### config.mk
export PLATFORM = sky130hd
export DESIGN_NAME = mdfm_fault_manager
export DESIGN_NICKNAME = d
export VERILOG_FILES = /design/src/verilog/mdfm_pkg.sv /design/src/verilog/mdfm_fault_manager.sv
export SDC_FILE = /design/constraint.sdc
export NUM_CORES = 1
export LEC_CHECK = 0
export BUFFER_PORTS_ARGS = -buffer_cell sky130_fd_sc_hd__buf_2
export CAP_MARGIN = 20
export CORE_ASPECT_RATIO = 1.1
export CORE_MARGIN = 1.5
export CORE_UTILIZATION = 43
export CTS_CLUSTER_SIZE = 16
export DETAILED_ROUTE_END_ITERATION = 7
export SETUP_SLACK_MARGIN = 0.4
export SYNTH_ARGS = -nofsm -noshare
export SYNTH_HDL_FRONTEND = slang
export SYNTH_SLANG_ARGS = --single-unit
### constraint.sdc
create_clock -name clk -period 5.38 [get_ports clk]
set_input_delay 1.076 -clock clk [delete_from_list [all_inputs] [get_ports clk]]
set_output_delay 1.076 -clock clk [all_outputs]
set_load 0.005 [all_outputs]
### src/verilog/mdfm_pkg.sv
`default_nettype none
package mdfm_pkg;

    localparam int unsigned PHASES = 3;
    localparam int unsigned CLK_MHZ = 250;

    // register byte addresses
    localparam logic [7:0] CONTROL_ADDR     = 8'h00;
    localparam logic [7:0] CONFIG_ADDR      = 8'h04;
    localparam logic [7:0] GATE_STATUS_ADDR = 8'h08;
    localparam logic [7:0] CTRL_STATUS_ADDR = 8'h0C;

    localparam int unsigned CLEAR_FAULT_POS = 0;
    localparam logic [31:0] CONFIG_RESET    = 32'h0000_0000;
    localparam logic [31:0] CONFIG_WMASK    = 32'h0FFF_FF3F;

    localparam logic [1:0] RESP_OKAY   = 2'h0;
    localparam logic [1:0] RESP_SLVERR = 2'h2;

    // deglitch times in ns and the two long timers
    localparam int unsigned SUPPLY_DG_NS   = 10000;
    localparam int unsigned OVERCUR_DG_NS  = 1000;
    localparam int unsigned THERMAL_DG_NS  = 10000;
    localparam int unsigned LOCKCUR_DG_NS  = 1000;
    localparam int unsigned IPD_TIMEOUT_MS = 500;
    localparam int unsigned LOCK_RETRY_MS  = 1000;

    localparam logic [3:0] LOCK_REPORT_CODE = 4'h8;
    localparam logic [3:0] CBC_REPORT_CODE  = 4'h6;

    // deglitched condition indices
    localparam int unsigned DG_MAIN  = 0;
    localparam int unsigned DG_REG   = 1;
    localparam int unsigned DG_GATE  = 2;
    localparam int unsigned DG_BOOT  = 3;
    localparam int unsigned DG_DS    = 4;
    localparam int unsigned DG_SHUNT = 5;
    localparam int unsigned DG_THERM = 6;
    localparam int unsigned DG_LOCKI = 7;
    localparam int unsigned DG_COUNT = 8;

    typedef struct packed {
        logic [PHASES-1:0] high;
        logic [PHASES-1:0] low;
    } mdfm_gate_type;

    typedef struct packed {
        logic [3:0] reserved_hi;
        logic [7:0] cycle_limit_retry_count;
        logic [3:0] lock_current_mode;
        logic [3:0] cycle_limit_mode;
        logic [3:0] lock_response_mode;
        logic [1:0] reserved_lo;
        logic [1:0] drain_source_threshold_select;
        logic       thermal_auto_recover;
        logic       shunt_fault_disable;
        logic       drain_source_fault_disable;
        logic       bootstrap_fault_disable;
    } mdfm_config_type;

    typedef enum logic [2:0] {
        ACT_DRIVE,
        ACT_RECIRC,
        ACT_HS_BRAKE,
        ACT_LS_BRAKE,
        ACT_PULL_LOW,
        ACT_DISABLE
    } mdfm_action_type;

endpackage

`default_nettype wire
### src/verilog/mdfm_fault_manager.sv
`timescale 1ns/1ps
`default_nettype none

// Overview of operation
// - deglitched main supply undervoltage disables driver, pump, logic; fault pin low
// - main supply undervoltage recovers by itself when supply returns
// - deglitched regulator reset disables everything until level returns
// - gate supply undervoltage pulls gates low, pump keeps running, fault pin low
// - gate supply fault recovers only after condition ends and host clears
// - bootstrap undervoltage, when enabled, pulls gates low and latches until clear
// - drain-source overcurrent pulls gates low and latches until clear
// - drain-source detection ignored while its disable bit is one
// - shunt overcurrent flagged after comparator stays high past deglitch
// - shunt detection ignored while its disable bit is one
// - shunt overcurrent pulls gates low, latches until condition ends and clear
// - lock mode picks action; latched, timed retry, report only or nothing
// - cycle limit modes recirculate; even codes report; six reports; rest ignore
// - threshold cycle modes resume once current drops below limit
// - counted cycle modes resume after retry count plus one PWM cycles
// - lock current limit uses same action, latch, retry, report coding
// - position ramp lasting past 500 ms latches timeout fault, gates low
// - position pulse before previous decay latches rate fault, gates low
// - disabled driver uses weak pulldowns; pulled-low driver drives gates low
// - gate faults in gate status register, controller faults in controller status
// - thermal fault pulls gates low; auto bit picks latched or automatic recovery
module mdfm_fault_manager #(
    parameter int unsigned IPD_TIMEOUT_CYCLES = mdfm_pkg::IPD_TIMEOUT_MS * 1000
                                                * mdfm_pkg::CLK_MHZ,
    parameter int unsigned LOCK_RETRY_CYCLES  = mdfm_pkg::LOCK_RETRY_MS * 1000
                                                * mdfm_pkg::CLK_MHZ
) (
    input  wire logic                   clk,
    input  wire logic                   rst_n,
    input  wire logic [7:0]             s_axi_awaddr,
    input  wire logic                   s_axi_awvalid,
    output logic                        s_axi_awready,
    input  wire logic [31:0]            s_axi_wdata,
    input  wire logic [3:0]             s_axi_wstrb,
    input  wire logic                   s_axi_wvalid,
    output logic                        s_axi_wready,
    output logic [1:0]                  s_axi_bresp,
    output logic                        s_axi_bvalid,
    input  wire logic                   s_axi_bready,
    input  wire logic [7:0]             s_axi_araddr,
    input  wire logic                   s_axi_arvalid,
    output logic                        s_axi_arready,
    output logic [31:0]                 s_axi_rdata,
    output logic [1:0]                  s_axi_rresp,
    output logic                        s_axi_rvalid,
    input  wire logic                   s_axi_rready,
    input  wire logic                   main_supply_low,
    input  wire logic                   regulator_low,
    input  wire logic                   gate_supply_low,
    input  wire logic [2:0]             bootstrap_low,
    input  wire logic [5:0]             drain_source_over,
    input  wire logic                   shunt_over,
    input  wire logic                   thermal_over,
    input  wire logic                   motor_lock_detect,
    input  wire logic                   cycle_limit_over,
    input  wire logic                   lock_current_over,
    input  wire logic                   pwm_cycle_start,
    input  wire logic                   ipd_ramp_up,
    input  wire logic                   ipd_ramp_down,
    input  wire logic                   ipd_pulse_start,
    input  wire logic                   ipd_current_decayed,
    input  wire mdfm_pkg::mdfm_gate_type pwm_gate_cmd,
    output mdfm_pkg::mdfm_gate_type     gate_out,
    output logic                        drive_pull_low,
    output logic                        drive_disabled,
    output logic                        charge_pump_en,
    output logic                        logic_en,
    output logic [1:0]                  drain_source_threshold_select,
    output logic                        fault_out_n
);
    import mdfm_pkg::*;

    function automatic logic [12:0] dg_target(input int unsigned idx);
        int unsigned ns;
        int unsigned cyc;
        ns = (idx <= DG_BOOT) ? SUPPLY_DG_NS :
             (idx == DG_THERM) ? THERMAL_DG_NS :
             (idx == DG_LOCKI) ? LOCKCUR_DG_NS : OVERCUR_DG_NS;
        cyc = (ns * CLK_MHZ + 999) / 1000;
        return (cyc < 1) ? 13'h1 : cyc[12:0];
    endfunction

    function automatic mdfm_action_type worst(input mdfm_action_type a,
                                              input mdfm_action_type b);
        return (a > b) ? a : b;
    endfunction

    function automatic mdfm_action_type lock_action(input logic [3:0] mode);
        if (mode >= LOCK_REPORT_CODE) begin
            return ACT_DRIVE;
        end
        case (mode[1:0])
            2'h0: return ACT_PULL_LOW;
            2'h1: return ACT_RECIRC;
            2'h2: return ACT_HS_BRAKE;
            default: return ACT_LS_BRAKE;
        endcase
    endfunction

    mdfm_config_type      cfg;
    logic                 clear_pulse;
    logic [DG_COUNT-1:0]  raw;
    logic [DG_COUNT-1:0]  dg;
    logic [12:0]          dg_cnt [DG_COUNT];
    logic                 gate_flag, boot_flag, ds_flag, shunt_flag, therm_flag;
    logic [1:0]           lock_flag;
    logic [31:0]          lock_timer [2];
    logic [3:0]           lock_mode [2];
    logic [1:0]           lock_src;
    logic                 cbc_on;
    logic [8:0]           cbc_cnt;
    logic                 cbc_act, cbc_report;
    logic [31:0]          ipd_cnt;
    logic                 ipd_up_flag, ipd_down_flag, ipd_rate_flag;
    logic                 ipd_expired;
    logic [4:0]           gate_status;
    logic [5:0]           ctrl_status;
    logic                 any_report;
    mdfm_action_type      next_action;

    assign raw = {lock_current_over, thermal_over, shunt_over & ~cfg.shunt_fault_disable,
                  (|drain_source_over) & ~cfg.drain_source_fault_disable,
                  (|bootstrap_low) & ~cfg.bootstrap_fault_disable,
                  gate_supply_low, regulator_low, main_supply_low};

    for (genvar i = 0; i < DG_COUNT; i++) begin : g_dg
        always_ff @(posedge clk or negedge rst_n) begin
            if (!rst_n) begin
                dg_cnt[i] <= 13'h0;
            end else if (!raw[i]) begin
                dg_cnt[i] <= 13'h0;
            end else if (dg_cnt[i] != dg_target(i)) begin
                dg_cnt[i] <= dg_cnt[i] + 13'h1;
            end
        end
        assign dg[i] = raw[i] && (dg_cnt[i] == dg_target(i));
    end

    // latched gate faults; a new set beats the clear
    always_ff @(posedge clk or negedge rst_n) begin
        if (!rst_n) begin
            gate_flag  <= 1'b0;
            boot_flag  <= 1'b0;
            ds_flag    <= 1'b0;
            shunt_flag <= 1'b0;
        end else begin
            gate_flag  <= dg[DG_GATE]  | (gate_flag  & ~clear_pulse);
            boot_flag  <= dg[DG_BOOT]  | (boot_flag  & ~clear_pulse);
            ds_flag    <= dg[DG_DS]    | (ds_flag    & ~clear_pulse);
            shunt_flag <= dg[DG_SHUNT] | (shunt_flag & ~clear_pulse);
        end
    end

    always_ff @(posedge clk or negedge rst_n) begin
        if (!rst_n) begin
            therm_flag <= 1'b0;
        end else if (cfg.thermal_auto_recover) begin
            therm_flag <= dg[DG_THERM];
        end else begin
            therm_flag <= dg[DG_THERM] | (therm_flag & ~clear_pulse);
        end
    end

    assign lock_src  = {dg[DG_LOCKI], motor_lock_detect};
    assign lock_mode = '{cfg.lock_response_mode, cfg.lock_current_mode};

    // lock trips: latched, timed retry or report
    always_ff @(posedge clk or negedge rst_n) begin
        if (!rst_n) begin
            lock_flag     <= 2'b00;
            lock_timer[0] <= 32'h0;
            lock_timer[1] <= 32'h0;
        end else begin
            for (int k = 0; k < 2; k++) begin
                if (!lock_flag[k]) begin
                    lock_flag[k]  <= lock_src[k] && (lock_mode[k] <= LOCK_REPORT_CODE);
                    lock_timer[k] <= LOCK_RETRY_CYCLES;
                end else if (lock_mode[k][3:2] == 2'b01) begin
                    if (lock_timer[k] <= 32'h1) begin
                        lock_flag[k] <= 1'b0;
                    end else begin
                        lock_timer[k] <= lock_timer[k] - 32'h1;
                    end
                end else if (clear_pulse && !lock_src[k]) begin
                    lock_flag[k] <= 1'b0;
                end
            end
        end
    end

    always_ff @(posedge clk or negedge rst_n) begin
        if (!rst_n) begin
            cbc_on  <= 1'b0;
            cbc_cnt <= 9'h0;
        end else if (!cbc_on) begin
            cbc_on  <= cycle_limit_over && (cfg.cycle_limit_mode <= CBC_REPORT_CODE);
            cbc_cnt <= 9'h0;
        end else begin
            case (cfg.cycle_limit_mode[3:1])
                3'h0: begin
                    if (pwm_cycle_start) begin
                        cbc_on <= 1'b0;
                    end
                end
                3'h1: begin
                    if (!cycle_limit_over) begin
                        cbc_on <= 1'b0;
                    end
                end
                3'h2: begin
                    if (pwm_cycle_start) begin
                        if (cbc_cnt == {1'b0, cfg.cycle_limit_retry_count}) begin
                            cbc_on <= 1'b0;
                        end else begin
                            cbc_cnt <= cbc_cnt + 9'h1;
                        end
                    end
                end
                3'h3: begin
                    if (!cfg.cycle_limit_mode[0] ? (clear_pulse && !cycle_limit_over)
                                                 : 1'b1) begin
                        cbc_on <= 1'b0;
                    end
                end
                default: begin
                    cbc_on <= 1'b0;
                end
            endcase
        end
    end

    assign cbc_act    = cbc_on && (cfg.cycle_limit_mode < CBC_REPORT_CODE);
    assign cbc_report = cbc_on && (cbc_act ? !cfg.cycle_limit_mode[0]
                                           : (cfg.cycle_limit_mode == CBC_REPORT_CODE));

    // ramp timeout counter restarts outside ramps
    always_ff @(posedge clk or negedge rst_n) begin
        if (!rst_n) begin
            ipd_cnt <= 32'h0;
        end else if (!(ipd_ramp_up || ipd_ramp_down)) begin
            ipd_cnt <= 32'h0;
        end else if (!ipd_expired) begin
            ipd_cnt <= ipd_cnt + 32'h1;
        end
    end
    assign ipd_expired = (ipd_cnt >= IPD_TIMEOUT_CYCLES);

    always_ff @(posedge clk or negedge rst_n) begin
        if (!rst_n) begin
            ipd_up_flag   <= 1'b0;
            ipd_down_flag <= 1'b0;
            ipd_rate_flag <= 1'b0;
        end else begin
            ipd_up_flag   <= (ipd_expired && ipd_ramp_up) | (ipd_up_flag & ~clear_pulse);
            ipd_down_flag <= (ipd_expired && ipd_ramp_down)
                             | (ipd_down_flag & ~clear_pulse);
            ipd_rate_flag <= (ipd_pulse_start && !ipd_current_decayed)
                             | (ipd_rate_flag & ~clear_pulse);
        end
    end

    assign gate_status = {therm_flag, shunt_flag, ds_flag, boot_flag, gate_flag};
    assign ctrl_status = {ipd_rate_flag, ipd_down_flag, ipd_up_flag,
                          lock_flag[1], cbc_on, lock_flag[0]};

    always_comb begin
        next_action = ACT_DRIVE;
        if (cbc_act) begin
            next_action = ACT_RECIRC;
        end
        for (int k = 0; k < 2; k++) begin
            if (lock_flag[k]) begin
                next_action = worst(next_action, lock_action(lock_mode[k]));
            end
        end
        if (|{gate_status, ipd_up_flag, ipd_down_flag, ipd_rate_flag}) begin
            next_action = ACT_PULL_LOW;
        end
        if (dg[DG_MAIN] || dg[DG_REG]) begin
            next_action = ACT_DISABLE;
        end
    end

    assign any_report = dg[DG_MAIN] || dg[DG_REG] || (|gate_status) || cbc_report
                        || (|lock_flag) || ipd_up_flag || ipd_down_flag || ipd_rate_flag;

    always_ff @(posedge clk or negedge rst_n) begin
        if (!rst_n) begin
            gate_out       <= '0;
            drive_pull_low <= 1'b1;
            drive_disabled <= 1'b0;
            charge_pump_en <= 1'b0;
            logic_en       <= 1'b0;
            fault_out_n    <= 1'b1;
        end else begin
            drive_pull_low <= (next_action == ACT_PULL_LOW);
            drive_disabled <= (next_action == ACT_DISABLE);
            charge_pump_en <= (next_action != ACT_DISABLE);
            logic_en       <= (next_action != ACT_DISABLE);
            fault_out_n    <= !any_report;
            case (next_action)
                ACT_DRIVE:    gate_out <= pwm_gate_cmd;
                ACT_RECIRC:   gate_out <= '{high: '0, low: pwm_gate_cmd.low};
                ACT_HS_BRAKE: gate_out <= '{high: '1, low: '0};
                ACT_LS_BRAKE: gate_out <= '{high: '0, low: '1};
                default:      gate_out <= '0;
            endcase
        end
    end

    // AXI4-Lite slave; one write and one read outstanding
    logic        aw_held, w_held;
    logic [7:0]  aw_addr_q;
    logic [31:0] w_data_q, strb_mask;
    logic [3:0]  w_strb_q;

    assign s_axi_awready = !aw_held && !s_axi_bvalid;
    assign s_axi_wready  = !w_held && !s_axi_bvalid;
    assign s_axi_arready = !s_axi_rvalid;
    assign strb_mask = {{8{w_strb_q[3]}}, {8{w_strb_q[2]}}, {8{w_strb_q[1]}}, {8{w_strb_q[0]}}};
    assign drain_source_threshold_select = cfg.drain_source_threshold_select;

    always_ff @(posedge clk or negedge rst_n) begin
        if (!rst_n) begin
            aw_held      <= 1'b0;
            w_held       <= 1'b0;
            aw_addr_q    <= 8'h00;
            w_data_q     <= 32'h0000_0000;
            w_strb_q     <= 4'h0;
            s_axi_bvalid <= 1'b0;
            s_axi_bresp  <= RESP_OKAY;
            cfg          <= CONFIG_RESET;
            clear_pulse  <= 1'b0;
        end else begin
            clear_pulse <= 1'b0;
            if (s_axi_awvalid && s_axi_awready) begin
                aw_held   <= 1'b1;
                aw_addr_q <= s_axi_awaddr;
            end
            if (s_axi_wvalid && s_axi_wready) begin
                w_held   <= 1'b1;
                w_data_q <= s_axi_wdata;
                w_strb_q <= s_axi_wstrb;
            end
            if (s_axi_bvalid && s_axi_bready) begin
                s_axi_bvalid <= 1'b0;
            end
            if (aw_held && w_held && !s_axi_bvalid) begin
                aw_held      <= 1'b0;
                w_held       <= 1'b0;
                s_axi_bvalid <= 1'b1;
                s_axi_bresp  <= RESP_OKAY;
                case (aw_addr_q)
                    CONTROL_ADDR:
                        clear_pulse <= w_strb_q[0] && w_data_q[CLEAR_FAULT_POS];
                    CONFIG_ADDR:
                        cfg <= (cfg & ~(strb_mask & CONFIG_WMASK))
                               | (w_data_q & strb_mask & CONFIG_WMASK);
                    GATE_STATUS_ADDR, CTRL_STATUS_ADDR: ;
                    default: s_axi_bresp <= RESP_SLVERR;
                endcase
            end
        end
    end

    always_ff @(posedge clk or negedge rst_n) begin
        if (!rst_n) begin
            s_axi_rvalid <= 1'b0;
            s_axi_rdata  <= 32'h0000_0000;
            s_axi_rresp  <= RESP_OKAY;
        end else if (s_axi_arvalid && s_axi_arready) begin
            s_axi_rvalid <= 1'b1;
            s_axi_rresp  <= RESP_OKAY;
            case (s_axi_araddr)
                CONTROL_ADDR:     s_axi_rdata <= 32'h0000_0000;
                CONFIG_ADDR:      s_axi_rdata <= cfg;
                GATE_STATUS_ADDR: s_axi_rdata <= {27'h0, gate_status};
                CTRL_STATUS_ADDR: s_axi_rdata <= {26'h0, ctrl_status};
                default: begin
                    s_axi_rdata <= 32'h0000_0000;
                    s_axi_rresp <= RESP_SLVERR;
                end
            endcase
        end else if (s_axi_rvalid && s_axi_rready) begin
            s_axi_rvalid <= 1'b0;
        end
    end
endmodule

`default_nettype wire

==> metrics.md <==
| Metric | Value |
|---|---|
| Power share of the sequential group | 0.422 |
| Syn Area/Cell | 10.2 um2 |
| Fin nets | 1824 |
| CTS tree | yes |
| Clock Sinks | 327 |
| Initial antenna violation count | 0 |
| Tmin final | 3.60 ns |
| Routability cong. | 0.798 |
| Number of global-route vias before repair | 12200 |
| Register bit total from synthesis | 327 |
| Number of setup violations in the final report | 0 |
| Leakage power | 8.36 nW |
| H-tree levels | 2 |
| Worst Hold Launch | aw_addr_q[3]$_DFFE_PN0P_ |
| Total grt overflow | 0 |
| Synth Flop Type | dfrtp_1 |
| Clock Skews | 0.00911 ns |
| Drt initial violations | 589 |
| Vias post-DR | 12400 |
| Final HPWL DP | 24100 um |
| Sequential area share after synthesis | 0.502 |
| Routed wire per std cell | 16.1 um |
| Clock latency on the worst-skew pair | 0.54 ns |
| Final hold vios | 0 |
| Hold_ws | 0.474 ns |
| Hold/Removal Path Class | reg -> reg |
| Int Power | 5.27 mW |
| Reg clk slew, reported paths | 0.06 ns |
| Number of CTS-inserted buffers | 38 |
| Die footprint | 39100 um2 |
| Initial core utilization | 0.438 |
| Gate Count Post-Synth | 1599 |
| Setup Crit Path Kind | reg -> reg |
| Async S/R FF share, synth | 1.00 |
| Crit path required time | 5.82 ns |
| Post-route setup TNS | 0 ns |
| Layout area overhead | 14.8% |
| Ports | 141 |
| CTS max path bufs | 3 |
| All-layer global routing usage | 0.188 |
| Synthesized area | 16300 um2 |
| Worst Path Arrival | 4.03 ns |
| Die Y-Extent | 207 um |
| Max Cap Viol | 0 |
| Library cells used by synthesis | 72 |
| PwrDens | 402 nW/um2 |
| Fmax | 0.278 GHz |
| CP max FO | 13 |
| Slew of the pin with the lowest slew margin | 1.02 ns |
| Detail Route Antenna Nets | 0 |
| Post-CTS sizing | 0 |
| Tcrit/Tclk final | 0.669 |
| Diodes inserted | 0 |
| Pin count of the biggest net entering global routing | 92 |
| Drt drc | 0 |
| Core Area | 37200 um2 |
| Layout cells sized above 1 | 0.173 |
| Max-slew violation count | 0 |
| Power share of the clock group | 0.374 |
| CP startpoint kind | register |
| Sw Pwr | 2.27 mW |
| First-pass GRT wire length | 61100 um |
| Combinational share of power | 0.204 |
| Critical path origin | cbc_on$_DFF_PN0_ |
| Critical Path End Type | register |
| Most frequent cells in the layout | dfrtp_1 (325), buf_2 (125), nor2_1 (115), nand2_1 (115), nand3_1 (85) |
| Unrepaired setup endpoints after global routing | false |
| Postcts setup bufs | 0 |
| Root Buffer | clkbuf_16 |
| Vias per cell | 5.56 |
| Sw Share | 0.301 |
| Commonest non-fill, non-tap cell in the layout | dfrtp_1 |
| Port-buffer cells | 126 |
| Peak supply drop | 0.221 mV |
| YS warnings | 0 |
| CTS Hold Bufs | 0 |
| Pre-Repair DR Iteration Count | 5 |
| Die W | 189 um |
| Post-synth EDFFs | 0 |
| Core Rows | 74 |
| Worst rel slew slack | 0.319 |
| Final WL | 35900 um |
| RR Startpoint | cbc_on$_DFF_PN0_ |
| Status | complete, no violations |
-- metal layers --
layer  vias to the layer above  wire [um]  global-route usage
met5                         -          0                   0
met4                         0        705              0.0504
met3                        49       1650              0.0396
met2                       217      16500               0.297
met1                      6149      17100               0.262
li1                       6010          -                   -
-- critical path, cell delays in order, from the launching register on --
cell,delay [ns]
dfrtp_1,0.65
nand2b_1,0.25
or2_2,0.33
ha_1,0.30
nor2_1,0.04
a211o_1,0.31
nand2_1,0.11
ha_1,0.23
and3_1,0.16
o21a_1,0.17
a2111oi_0,0.50
o21ai_0,0.29
o31ai_1,0.15
-- per-stage QoR --
stage | instances | util | setup WS (ns) | instance area [um2] | total power [mW]
2_1_floorplan | 1606 | - | 2.48 | 16300 | 4.31
3_3_place_gp | 2163 | 0.466 | 1.99 | 17300 | 4.71
3_5_place_dp | 2164 | 0.466 | 1.87 | 17300 | 4.77
4_1_cts | 2233 | 0.503 | 1.86 | 18700 | 7.64
5_1_grt | 2233 | 0.503 | 1.57 | 18700 | 7.99
6_report | 2233 | 0.503 | 1.78 | 18700 | 7.53
-- kinds of logic (layout without fill, tap and decap cells) --
group                      count (synthesis)  after routing  synth area share
and+or+nand+nor                          681            681             0.229
xor gates and xnor gates                  92             92            0.0494
other                                      1              8          0.000230
muxes                                     89             89            0.0603
AOI/OAI and AO/OA                        252            252             0.102
buffers and inverters                    130            263            0.0357
adders and majority gates                 27             27            0.0207
DFF                                      327            327             0.502
-- flip-flops by register name (all words and copies together), names as in the netlist, 2 cells and up, named ones only --
register,count
s_axi_rdata,26
cbc_cnt,9
w_strb_q,4
aw_addr_q,8
lock_timer,64
w_data_q,26
gate_out,6
lock_flag,2
ipd_cnt,32
dg_cnt,104
-- Yosys cell counts, types with 4 or more instances --
master | n | share of area
a211oi_1 | 10 | 0.0046
a21oi_1 | 59 | 0.018
a22o_1 | 21 | 0.011
a22oi_1 | 6 | 0.0028
a31oi_1 | 6 | 0.0023
and2_1 | 26 | 0.010
and3_1 | 26 | 0.010
and4_1 | 8 | 0.0043
buf_1 | 4 | 0.00092
buf_4 | 14 | 0.0064
clkbuf_1 | 47 | 0.011
dfrtp_1 | 325 | 0.50
ha_1 | 27 | 0.021
inv_1 | 57 | 0.013
mux2_2 | 74 | 0.051
mux2i_1 | 15 | 0.0092
nand2_1 | 115 | 0.026
nand2b_1 | 35 | 0.013
nand3_1 | 85 | 0.026
nand3b_1 | 5 | 0.0023
nand4_1 | 29 | 0.011
nor2_1 | 115 | 0.026
nor2b_1 | 14 | 0.0054
nor3_1 | 33 | 0.010
nor3b_1 | 11 | 0.0051
nor4_1 | 41 | 0.016
nor4b_1 | 11 | 0.0059
nor4bb_1 | 4 | 0.0025
o211ai_1 | 10 | 0.0046
o21a_1 | 8 | 0.0037
o21ai_0 | 56 | 0.017
o22ai_1 | 6 | 0.0023
o31a_1 | 4 | 0.0021
o31ai_1 | 35 | 0.016
o41ai_1 | 4 | 0.0021
or2_2 | 11 | 0.0042
or3_1 | 49 | 0.019
or4_1 | 49 | 0.023
xnor2_1 | 43 | 0.023
xor2_1 | 49 | 0.026
-- power by group through the flow --
| stage | logic (mW) | registers, mW | clock network (mW) |
|---|---|---|---|
| after floorplan | 1.20 | 3.11 | 0 |
| after global placement | 1.50 | 3.20 | 0 |
| after detailed placement | 1.55 | 3.22 | 0 |
| after CTS | 1.55 | 3.18 | 2.90 |
| after global routing | 1.75 | 3.25 | 3.00 |
| final | 1.54 | 3.18 | 2.82 |
-- path summary, 6_finish.rpt --
path                       cells past startpoint  slack, ns                endpoint
setup / recovery                              12       1.78   gate_out[5]$_DFF_PN0_
hold / removal                                 1       0.47   clear_pulse$_DFF_PN0_
min in group asynchronous                      1       0.55  dg_cnt[91]$_DFFE_PN0P_
hold reg to reg                                1       0.47   clear_pulse$_DFF_PN0_
setup reg to reg                              12       1.78   gate_out[5]$_DFF_PN0_
max in group asynchronous                      2       3.66  dg_cnt[66]$_DFFE_PN0N_
-- final cells by class --
class,instances,area [um2]
sequential,327,8190
clock inverter,16,235
inverter,58,218
timing repair buffer,136,748
tap,494,618
multi-input combinational,1149,7570
clock buffer,53,1150
fill,3440,18500
No activity file was read; power rests on OpenSTA's default activity.
